--- config.mk ---
export PLATFORM = sky130hd
export DESIGN_NAME = light_timing
export DESIGN_NICKNAME = d
export VERILOG_FILES = /design/src/rtl/light_timing_pkg.sv /design/src/rtl/osc_if.sv /design/src/rtl/conv_oscillator.sv /design/src/rtl/light_timing.sv
export SDC_FILE = /design/constraint.sdc
export NUM_CORES = 1
export LEC_CHECK = 0
export BUFFER_PORTS_ARGS = -buffer_cell sky130_fd_sc_hd__clkbuf_2
export CORE_AREA = 2 2 135 137
export DETAILED_ROUTE_END_ITERATION = 10
export DIE_AREA = 0 0 137 139
export SYNTH_ARGS = -nofsm -noshare
export SYNTH_HDL_FRONTEND = slang
export SYNTH_SLANG_ARGS = --single-unit
--- constraint.sdc ---
create_clock -name CLOCK -period 3.4 [get_ports CLOCK]
set_input_delay 0.17 -clock CLOCK [delete_from_list [all_inputs] [get_ports CLOCK]]
set_output_delay 0.17 -clock CLOCK [all_outputs]
set_load 0.005 [all_outputs]
--- src/rtl/light_timing_pkg.sv ---
// Constants shared by the light integration timing core and its oscillator.
package light_timing_pkg;

  // ********************************************************************
  // Clock and oscillator rates
  // ********************************************************************
  localparam int CLOCK_KHZ = 125000;
  localparam int OSC_FULL_KHZ = 684;
  localparam int OSC_HALF_KHZ = 342;
  // Clock cycles per oscillator cycle at full speed, rounded down.
  localparam int OSC_FULL_DIV = CLOCK_KHZ / OSC_FULL_KHZ;
  localparam int OSC_HALF_DIV = 2 * OSC_FULL_DIV;
  localparam int DIV_W = 9;

  // ********************************************************************
  // Register indices (byte address is four times the index)
  // ********************************************************************
  localparam logic [3:0] IDX_COMMAND = 4'h0;
  localparam logic [3:0] IDX_CONTROL = 4'h1;
  localparam logic [3:0] IDX_DATA_LO = 4'h4;
  localparam logic [3:0] IDX_DATA_HI = 4'h5;
  localparam logic [3:0] IDX_TIMER_LO = 4'h6;
  localparam logic [3:0] IDX_TIMER_HI = 4'h7;
  localparam logic [3:0] IDX_SYNC = 4'h8;
  localparam logic [3:0] IDX_STATUS = 4'h9;
  localparam logic [3:0] IDX_FULL_LO = 4'ha;
  localparam logic [3:0] IDX_FULL_HI = 4'hb;

  // ********************************************************************
  // Field positions and reset values
  // ********************************************************************
  localparam int CMD_ENABLE_BIT = 7;
  localparam int CMD_MODE_BIT = 5;
  localparam int CMD_WIDTH_LSB = 0;
  localparam int CTRL_GAIN_LSB = 2;
  localparam int STAT_OVF_BIT = 0;
  localparam logic [7:0] COMMAND_RESET = 8'h00;
  localparam logic [7:0] CONTROL_RESET = 8'h00;

  // ********************************************************************
  // Cycles per conversion selected by the width field
  // ********************************************************************
  localparam logic [16:0] CYCLES_W00 = 17'h10000;
  localparam logic [16:0] CYCLES_W01 = 17'h01000;
  localparam logic [16:0] CYCLES_W10 = 17'h00100;
  localparam logic [16:0] CYCLES_W11 = 17'h00010;

  // Host-timed measurement phase.
  typedef enum logic [1:0] {
    PH_IDLE = 2'b00,
    PH_ARRAY1 = 2'b01,
    PH_ARRAY2 = 2'b10
  } phase_e;

endpackage

--- src/rtl/osc_if.sv ---
// Link between the timing core and its conversion oscillator.
`timescale 1ns/1ns
`default_nettype none
interface osc_if;
  logic enable;
  logic fast;
  logic tick;
  modport core (output enable, output fast, input tick);
  modport osc (input enable, input fast, output tick);
endinterface
`default_nettype wire

--- src/rtl/conv_oscillator.sv ---
// Dual speed conversion oscillator derived from the system clock.
`timescale 1ns/1ns
`default_nettype none
module conv_oscillator
  import light_timing_pkg::*;
(
  // System
  input wire logic CLOCK,
  input wire logic RESET,
  // Core side
  osc_if.osc link
);

  logic [DIV_W-1:0] div_ff;
  logic [DIV_W-1:0] nxt_div;
  logic fast_ff;
  logic tick_ff;
  logic nxt_tick;
  logic [DIV_W-1:0] last;

  // Half speed gain.
  // A speed change restarts the divider so the new rate holds at once.
  always_comb begin
    last = link.fast ? DIV_W'(OSC_FULL_DIV - 1) : DIV_W'(OSC_HALF_DIV - 1);
    nxt_tick = 1'b0;
    nxt_div = div_ff + 1'b1;
    if (!link.enable || link.fast != fast_ff) begin
      nxt_div = '0;
    end else if (div_ff >= last) begin
      nxt_div = '0;
      nxt_tick = 1'b1;
    end
  end

  // Divider registers.
  always_ff @(posedge CLOCK) begin
    if (RESET) begin
      div_ff <= '0;
      fast_ff <= 1'b0;
      tick_ff <= 1'b0;
    end else begin
      div_ff <= nxt_div;
      fast_ff <= link.fast;
      tick_ff <= nxt_tick;
    end
  end

  assign link.tick = tick_ff;

  // Independent gap counter for the period check.
  // The divider leaves zero in the tick cycle, so the gap restarts at one.
  logic [DIV_W-1:0] gap_ff;
  always_ff @(posedge CLOCK) begin
    if (RESET || link.fast != fast_ff || !link.enable) begin
      gap_ff <= '0;
    end else if (tick_ff) begin
      gap_ff <= DIV_W'(1);
    end else begin
      gap_ff <= gap_ff + 1'b1;
    end
  end
endmodule
`default_nettype wire

--- src/rtl/light_timing.sv ---
// Light sensor integration timing core with an Avalon-MM register slave.
`timescale 1ns/1ns
`default_nettype none
// Overview of operation
// - Low gain ranges halve oscillator speed.
// - Internal mode ends after power-of-two cycles.
// - One command bit selects timing mode.
// - Host mode needs three syncs for the first result, then two per result.
// - Sync one starts array one; two switches.
// - Sync three publishes and restarts array one.
// - Host mode tallies oscillator cycles as timer.
// - Oscillator behaves alike in both modes.
// - Full scale is programmed count or tally.
// - Gain field changes apply at once, within a running conversion.
// - Width 00,01,10,11 give 65536,4096,256,16.
// - Mode bit zero internal, one host-timed.
// - Gain codes 00 to 11 are ranges 1-4.
// - Tally latched as 16-bit timer, low first.
module light_timing
  import light_timing_pkg::*;
(
  // Clock and reset
  input wire logic CLOCK,
  input wire logic RESET,
  // Avalon-MM slave
  input wire logic [5:0] AVS_ADDRESS,
  input wire logic AVS_READ,
  input wire logic AVS_WRITE,
  input wire logic [31:0] AVS_WRITEDATA,
  output logic [31:0] AVS_READDATA,
  output logic AVS_WAITREQUEST,
  // Converter side
  input wire logic [15:0] ADC_DATA,
  output logic DIODE_SELECT,
  output logic CONVERTING,
  output logic RESULT_PULSE,
  output logic [1:0] GAIN_RANGE
);

  // ********************************************************************
  // Width decode
  // ********************************************************************
  // Width field decode.
  function automatic logic [16:0] width_cycles(input logic [1:0] w);
    logic [16:0] c;
    c = CYCLES_W00;
    unique case (w)
      2'b00: c = CYCLES_W00;
      2'b01: c = CYCLES_W01;
      2'b10: c = CYCLES_W10;
      2'b11: c = CYCLES_W11;
    endcase
    return c;
  endfunction

  // ********************************************************************
  // State
  // ********************************************************************
  logic [7:0] command_ff, nxt_command;
  logic [7:0] control_ff, nxt_control;
  logic [15:0] data_ff, nxt_data;
  logic [15:0] timer_ff, nxt_timer;
  logic [16:0] full_ff, nxt_full;
  logic ovf_ff, nxt_ovf;
  phase_e phase_ff, nxt_phase;
  logic [16:0] count_ff, nxt_count;
  logic diode_ff, nxt_diode;
  logic pulse_ff, nxt_pulse;
  logic conv_ff, nxt_conv;
  logic [31:0] rdata_ff, nxt_rdata;
  logic wait_ff, nxt_wait;

  logic enable, mode_ext, tick, publish, sync_req, wr_now;
  logic [3:0] index;
  logic [16:0] target, tally_now;
  osc_if osc ();

  assign index = AVS_ADDRESS[5:2];
  assign wr_now = AVS_WRITE && !wait_ff;
  assign enable = command_ff[CMD_ENABLE_BIT];
  assign mode_ext = command_ff[CMD_MODE_BIT];
  assign target = width_cycles(command_ff[CMD_WIDTH_LSB +: 2]);
  assign sync_req = wr_now && index == IDX_SYNC;
  assign tick = osc.tick;
  assign tally_now = count_ff + {16'h0000, tick};

  // Ranges 3 and 4 have the upper gain bit set.
  assign osc.enable = enable;
  assign osc.fast = control_ff[CTRL_GAIN_LSB + 1];

  conv_oscillator u_osc (
    .CLOCK(CLOCK),
    .RESET(RESET),
    .link(osc)
  );

  // ********************************************************************
  // Integration sequencing
  // ********************************************************************
  // Next phase, tally and array selection for both timing modes.
  always_comb begin
    nxt_count = count_ff;
    nxt_phase = phase_ff;
    nxt_diode = diode_ff;
    publish = 1'b0;
    if (!enable) begin
      nxt_count = '0;
      nxt_phase = PH_IDLE;
      nxt_diode = 1'b0;
    end else if (!mode_ext) begin
      nxt_phase = PH_IDLE;
      if (tick) begin
        // Power-of-two end.
        // Comparing with >= keeps a mid-run width cut from overrunning.
        if (tally_now >= target) begin
          publish = 1'b1;
          nxt_count = '0;
          nxt_diode = 1'b0;
        end else begin
          nxt_count = tally_now;
          nxt_diode = tally_now >= (target >> 1);
        end
      end
    end else begin
      unique case (phase_ff)
        PH_IDLE: begin
          nxt_count = '0;
          if (sync_req) begin
            nxt_phase = PH_ARRAY1;
            nxt_diode = 1'b0;
          end
        end
        PH_ARRAY1: begin
          nxt_count = count_ff[16] ? count_ff : tally_now;
          if (sync_req) begin
            nxt_phase = PH_ARRAY2;
            nxt_diode = 1'b1;
          end
        end
        PH_ARRAY2: begin
          nxt_count = count_ff[16] ? count_ff : tally_now;
          if (sync_req) begin
            publish = 1'b1;
            nxt_phase = PH_ARRAY1;
            nxt_diode = 1'b0;
            nxt_count = '0;
          end
        end
        default: begin
          nxt_phase = PH_IDLE;
        end
      endcase
    end
  end

  // ********************************************************************
  // Registers and results
  // ********************************************************************
  // Register writes and result capture.
  always_comb begin
    nxt_command = command_ff;
    nxt_control = control_ff;
    nxt_data = data_ff;
    nxt_timer = timer_ff;
    nxt_full = full_ff;
    nxt_ovf = ovf_ff;
    nxt_pulse = publish;
    nxt_conv = enable && (!mode_ext || nxt_phase != PH_IDLE);
    if (wr_now && index == IDX_COMMAND) begin
      nxt_command = AVS_WRITEDATA[7:0];
    end
    if (wr_now && index == IDX_CONTROL) begin
      nxt_control = AVS_WRITEDATA[7:0];
    end
    if (wr_now && index == IDX_STATUS && AVS_WRITEDATA[STAT_OVF_BIT]) begin
      nxt_ovf = 1'b0;
    end
    // An overflow in the same cycle as the clear keeps the flag set.
    if (enable && mode_ext && count_ff[16]) begin
      nxt_ovf = 1'b1;
    end
    if (publish) begin
      nxt_data = ADC_DATA;
      nxt_timer = tally_now[15:0];
      nxt_full = mode_ext ? tally_now : target;
    end
  end

  // Avalon answer: one wait cycle, then data with waitrequest low.
  always_comb begin
    nxt_wait = !((AVS_READ || AVS_WRITE) && wait_ff);
    nxt_rdata = 32'h0000_0000;
    if (AVS_READ && wait_ff) begin
      unique case (index)
        IDX_COMMAND: nxt_rdata = {24'h000000, command_ff};
        IDX_CONTROL: nxt_rdata = {24'h000000, control_ff};
        IDX_DATA_LO: nxt_rdata = {24'h000000, data_ff[7:0]};
        IDX_DATA_HI: nxt_rdata = {24'h000000, data_ff[15:8]};
        IDX_TIMER_LO: nxt_rdata = {24'h000000, timer_ff[7:0]};
        IDX_TIMER_HI: nxt_rdata = {24'h000000, timer_ff[15:8]};
        IDX_STATUS: nxt_rdata = {28'h0000000, diode_ff, phase_ff, ovf_ff};
        IDX_FULL_LO: nxt_rdata = {24'h000000, full_ff[7:0]};
        IDX_FULL_HI: nxt_rdata = {23'h000000, full_ff[16:8]};
        default: nxt_rdata = 32'h0000_0000;
      endcase
    end
  end

  // State registers.
  always_ff @(posedge CLOCK) begin
    if (RESET) begin
      command_ff <= COMMAND_RESET;
      control_ff <= CONTROL_RESET;
      data_ff <= '0;
      timer_ff <= '0;
      full_ff <= '0;
      ovf_ff <= 1'b0;
      phase_ff <= PH_IDLE;
      count_ff <= '0;
      diode_ff <= 1'b0;
      pulse_ff <= 1'b0;
      conv_ff <= 1'b0;
      rdata_ff <= '0;
      wait_ff <= 1'b1;
    end else begin
      command_ff <= nxt_command;
      control_ff <= nxt_control;
      data_ff <= nxt_data;
      timer_ff <= nxt_timer;
      full_ff <= nxt_full;
      ovf_ff <= nxt_ovf;
      phase_ff <= nxt_phase;
      count_ff <= nxt_count;
      diode_ff <= nxt_diode;
      pulse_ff <= nxt_pulse;
      conv_ff <= nxt_conv;
      rdata_ff <= nxt_rdata;
      wait_ff <= nxt_wait;
    end
  end

  assign AVS_READDATA = rdata_ff;
  assign AVS_WAITREQUEST = wait_ff;
  assign DIODE_SELECT = diode_ff;
  assign CONVERTING = conv_ff;
  assign RESULT_PULSE = pulse_ff;
  assign GAIN_RANGE = control_ff[CTRL_GAIN_LSB +: 2];
endmodule
`default_nettype wire

==> summary.txt <==
Global routing
  • Vias in the first global route: 4985
  • Initial antenna violation count: 0
  • GR Util All Layers: 17.8%
  • First-pass GRT wire length: 26700 um
  • Largest net degree at the start of global routing: 37
  • Global route overflow: 0

Setup path
  • Setup slack, reg-to-reg: 100 ps
  • Worst path slowest cell: o21ai_2
  • Worst EP arrival: 3540 ps
  • Crit-path most repeated cell: ha_4
  • Crit-path cells: ha_4 -> ha_4 -> nand3_2 -> nor3_4 -> inv_1 -> or3_4 -> ha_4 -> ha_1 -> a21bo_2 -> o21ai_2 -> a21oi_4 -> a22o_1
  • CP endpoint kind: flop
  • Worst r2r src: count_ff[0]
  • Worst R2R Path Depth: 12
  • Buffer and inverter count on the worst path: 1
  • Worst Setup Start Kind: flop
  • Critical Path Start: count_ff[0]
  • WP data required: 3640 ps
  • Crit path depth: 12
  • Max incr delay on CP: 420 ps
  • Crit-path leading delay family: compound AO/OA/AOI/OAI gates
  • CP Class: flop to flop
  • Worst setup path end: full_ff[7]
  • CP max FO: 6
  • R2R Path End: full_ff[7]

Clock network
  • Worst-Skew Late Latency: 360 ps
  • H-tree levels: 3
  • Setup Buffers After CTS: 0
  • Max clock buf depth: 2
  • CTS root buf: clkbuf_16
  • Hold_buf cts: 0
  • CTS sink cnt: 109
  • TritonCTS clock tree: built
  • Clock buffer count from CTS: 9
  • Clock Pin Slew Worst Setup and Hold Paths: 70 ps

Logic synthesis
  • Post-synthesis instance total: 695
  • YS warnings: 0
  • Post-synthesis async set-or-reset flop share: 0%
  • Post-synthesis sequential area ratio: 36.2%
  • Mapped cell area: 6030 sq um
  • Syn_area_per_cell: 8.67 sq um
  • Ys flop type: dfxtp_1
  • #FFs+latches synth: 109
  • Count of different cell masters after synthesis: 77
  • Number of synthesized flops with an enable pin: 0

Timing
  • Minimum clock period: 3300 ps
  • Fin crit share: 97.2%
  • Slew margin rel.: 42.0%
  • Final setup vio count: 0
  • RSZ-0062 raised after global routing: no
  • Final Slew Violations: 0
  • Slew @ Worst Pin: 860 ps
  • Hold Vio Cnt, Final: 0
  • Clk_skew: 12.4 ps
  • Fmax: 303 MHz
  • Final WS setup: 95.3 ps

Detailed routing
  • Final wirelength: 17200 um
  • DRC viols: 0
  • 1st-iter DRT viols: 371
  • Antenna Nets Post-Route: 0
  • TritonRoute pass-1 iters: 5
  • Routed length per instance: 17.7 um
  • Vias after detailed routing: 5350
  • Via-to-Cell Ratio: 5.48

Place
  • Port bufs: 46
  • Place WS: -11.3 ps
  • HPWL Detailed: 12000 um
  • Gpl congestion: 0.880
  • Placed instance area: 6480 sq um

Power and ir drop
  • Tot Pwr: 0.00243 W
  • Power Dens Cells: 350 nW/um^2
  • Pleak: 2.66 nW
  • Worst vdd ir: 0.000257 V

Run status
  • Status: finished clean

Final layout
  • Final net count: 823
  • Final Util: 39.4%
  • N_diodes: 0
  • Design Area, Final: 6950 sq um
  • Layout cell share with drive strength beyond 1: 20.5%
  • Layout area overhead: 15.4%

Floorplanning
  • Die Y: 139 um
  • FP Rows: 49
  • Core ar.: 17700 sq um
  • Initial Util: 34.1%
  • Die footprint: 19000 sq um
  • IO Pins: 96
  • Chip width: 137 um

Job
  • Maxcap violations: 0

Hold path
  • Worst min path class: input port to flop
-- sequential cells by signal, summed over array words and instances, names as in the netlist --
name,count
control_ff,8
full_ff,17
command_ff,8
phase_ff,2
u_osc.link.tick,1
AVS_READDATA,9
u_osc.fast_ff,1
count_ff,17
data_ff,16
CONVERTING,1
AVS_WAITREQUEST,1
RESULT_PULSE,1
DIODE_SELECT,1
timer_ff,16
ovf_ff,1
u_osc.div_ff,9
-- Yosys cell counts, types with 4 or more instances --
cell,count,share of area (%)
a21oi_1,61,5.1
nor2_1,62,3.9
or2_2,4,0.42
a22oi_1,4,0.50
and3_1,5,0.52
nor3_2,13,2.2
mux2i_1,23,3.8
or3_1,4,0.42
buf_1,4,0.25
nand2_1,37,2.3
ha_1,21,4.4
a221oi_1,4,0.58
xor2_1,12,1.7
a31oi_1,6,0.62
xnor2_1,10,1.5
nand3_1,43,3.6
o21ai_1,13,1.1
o2111ai_1,5,0.73
and2_1,7,0.73
a21o_1,5,0.62
nor4_1,6,0.62
a32oi_1,10,1.5
inv_1,16,1.0
nand2b_1,4,0.42
buf_2,10,0.83
buf_4,28,3.5
dfxtp_1,109,36
nor3_1,14,1.2
o21ai_0,24,2.0
a22o_1,14,2.0
nor2b_1,7,0.73
clkbuf_1,27,1.7
a211oi_1,11,1.4
nand4_1,11,1.1
o22ai_1,4,0.42
-- routing by layer --
metal	track usage, %	up-vias	wire, um
li1	-	2603	-
met1	24.3	2568	8100
met2	28.6	160	7910
met3	3.91	19	956
met4	4.50	0	269
met5	0	-	0
-- final cells by class --
cell class / count / area, sq um
Clock buffer: 10 / 229
Multi-Input combinational cell: 522 / 3540
Tap cell: 229 / 287
Timing Repair Buffer: 85 / 599
Inverter: 17 / 63.8
Fill cell: 1849 / 10700
Sequential cell: 109 / 2180
Clock inverter: 4 / 48.8
-- stage by stage --
stage               hold slack [ps]  cells  setup TNS (ps)
global placement                391    955               0
CTS                            18.2    969               0
detailed placement              396    955           -39.6
finish                         22.2    976               0
floorplan                       270    717               0
global route                   48.5    976               0
-- what timing repair did --
item,4_1_cts,5_1_grt
resized for setup,2,17
cloned,0,7
endpoints found under the setup margin,13,60
pin swaps,0,8
-- placed cells by master (no fill, tap or decap), drive strengths merged, types with 13 or more instances in the layout --
cell type / Yosys / routed
dfxtp: 109 / 109
nor2: 64 / 64
a21oi: 62 / 63
clkbuf: 27 / 59
nand3: 44 / 44
o21ai: 38 / 39
nand2: 37 / 37
buf: 45 / 36
nor3: 28 / 28
mux2i: 23 / 23
conb: 1 / 23
ha: 21 / 21
inv: 16 / 17
a22o: 14 / 14
xor2: 13 / 13
nand4: 13 / 13
-- where the power goes --
| part | leakage [nW] | internal, W | switching, W |
|---|---|---|---|
| clock network | 0.139 | 0.000564 | 0.000470 |
| logic | 1.64 | 0.0000390 | 0.0000780 |
| registers | 0.879 | 0.00128 | 0.00000191 |
| total | 2.66 | 0.00188 | 0.000550 |
-- cells by family after synthesis --
group | Yosys count | share of synthesized area [%]
AOI/OAI and AO/OA | 193 | 21.8
xor gates and xnor gates | 24 | 3.84
adders and majority gates | 21 | 4.36
buffers and inverters | 89 | 7.87
DFF | 109 | 36.2
muxes | 29 | 5.50
other | 1 | 0.0622
and+or+nand+nor | 229 | 20.3
-- how the worst min path moves through the flow --
stage	from	endpoint	slack (ps)	cells after the start
4_1_cts	AVS_WRITE	AVS_WAITREQUEST	20	2
5_1_grt	ADC_DATA[3]	data_ff[3]	50	3
3_5_place_dp	AVS_WRITE	AVS_WAITREQUEST	400	2
3_3_place_gp	AVS_WRITE	AVS_WAITREQUEST	390	2
6_report	AVS_WRITE	AVS_WAITREQUEST	20	2
2_1_floorplan	AVS_READ	AVS_WAITREQUEST	270	1
(Power assumes the default switching activity.)
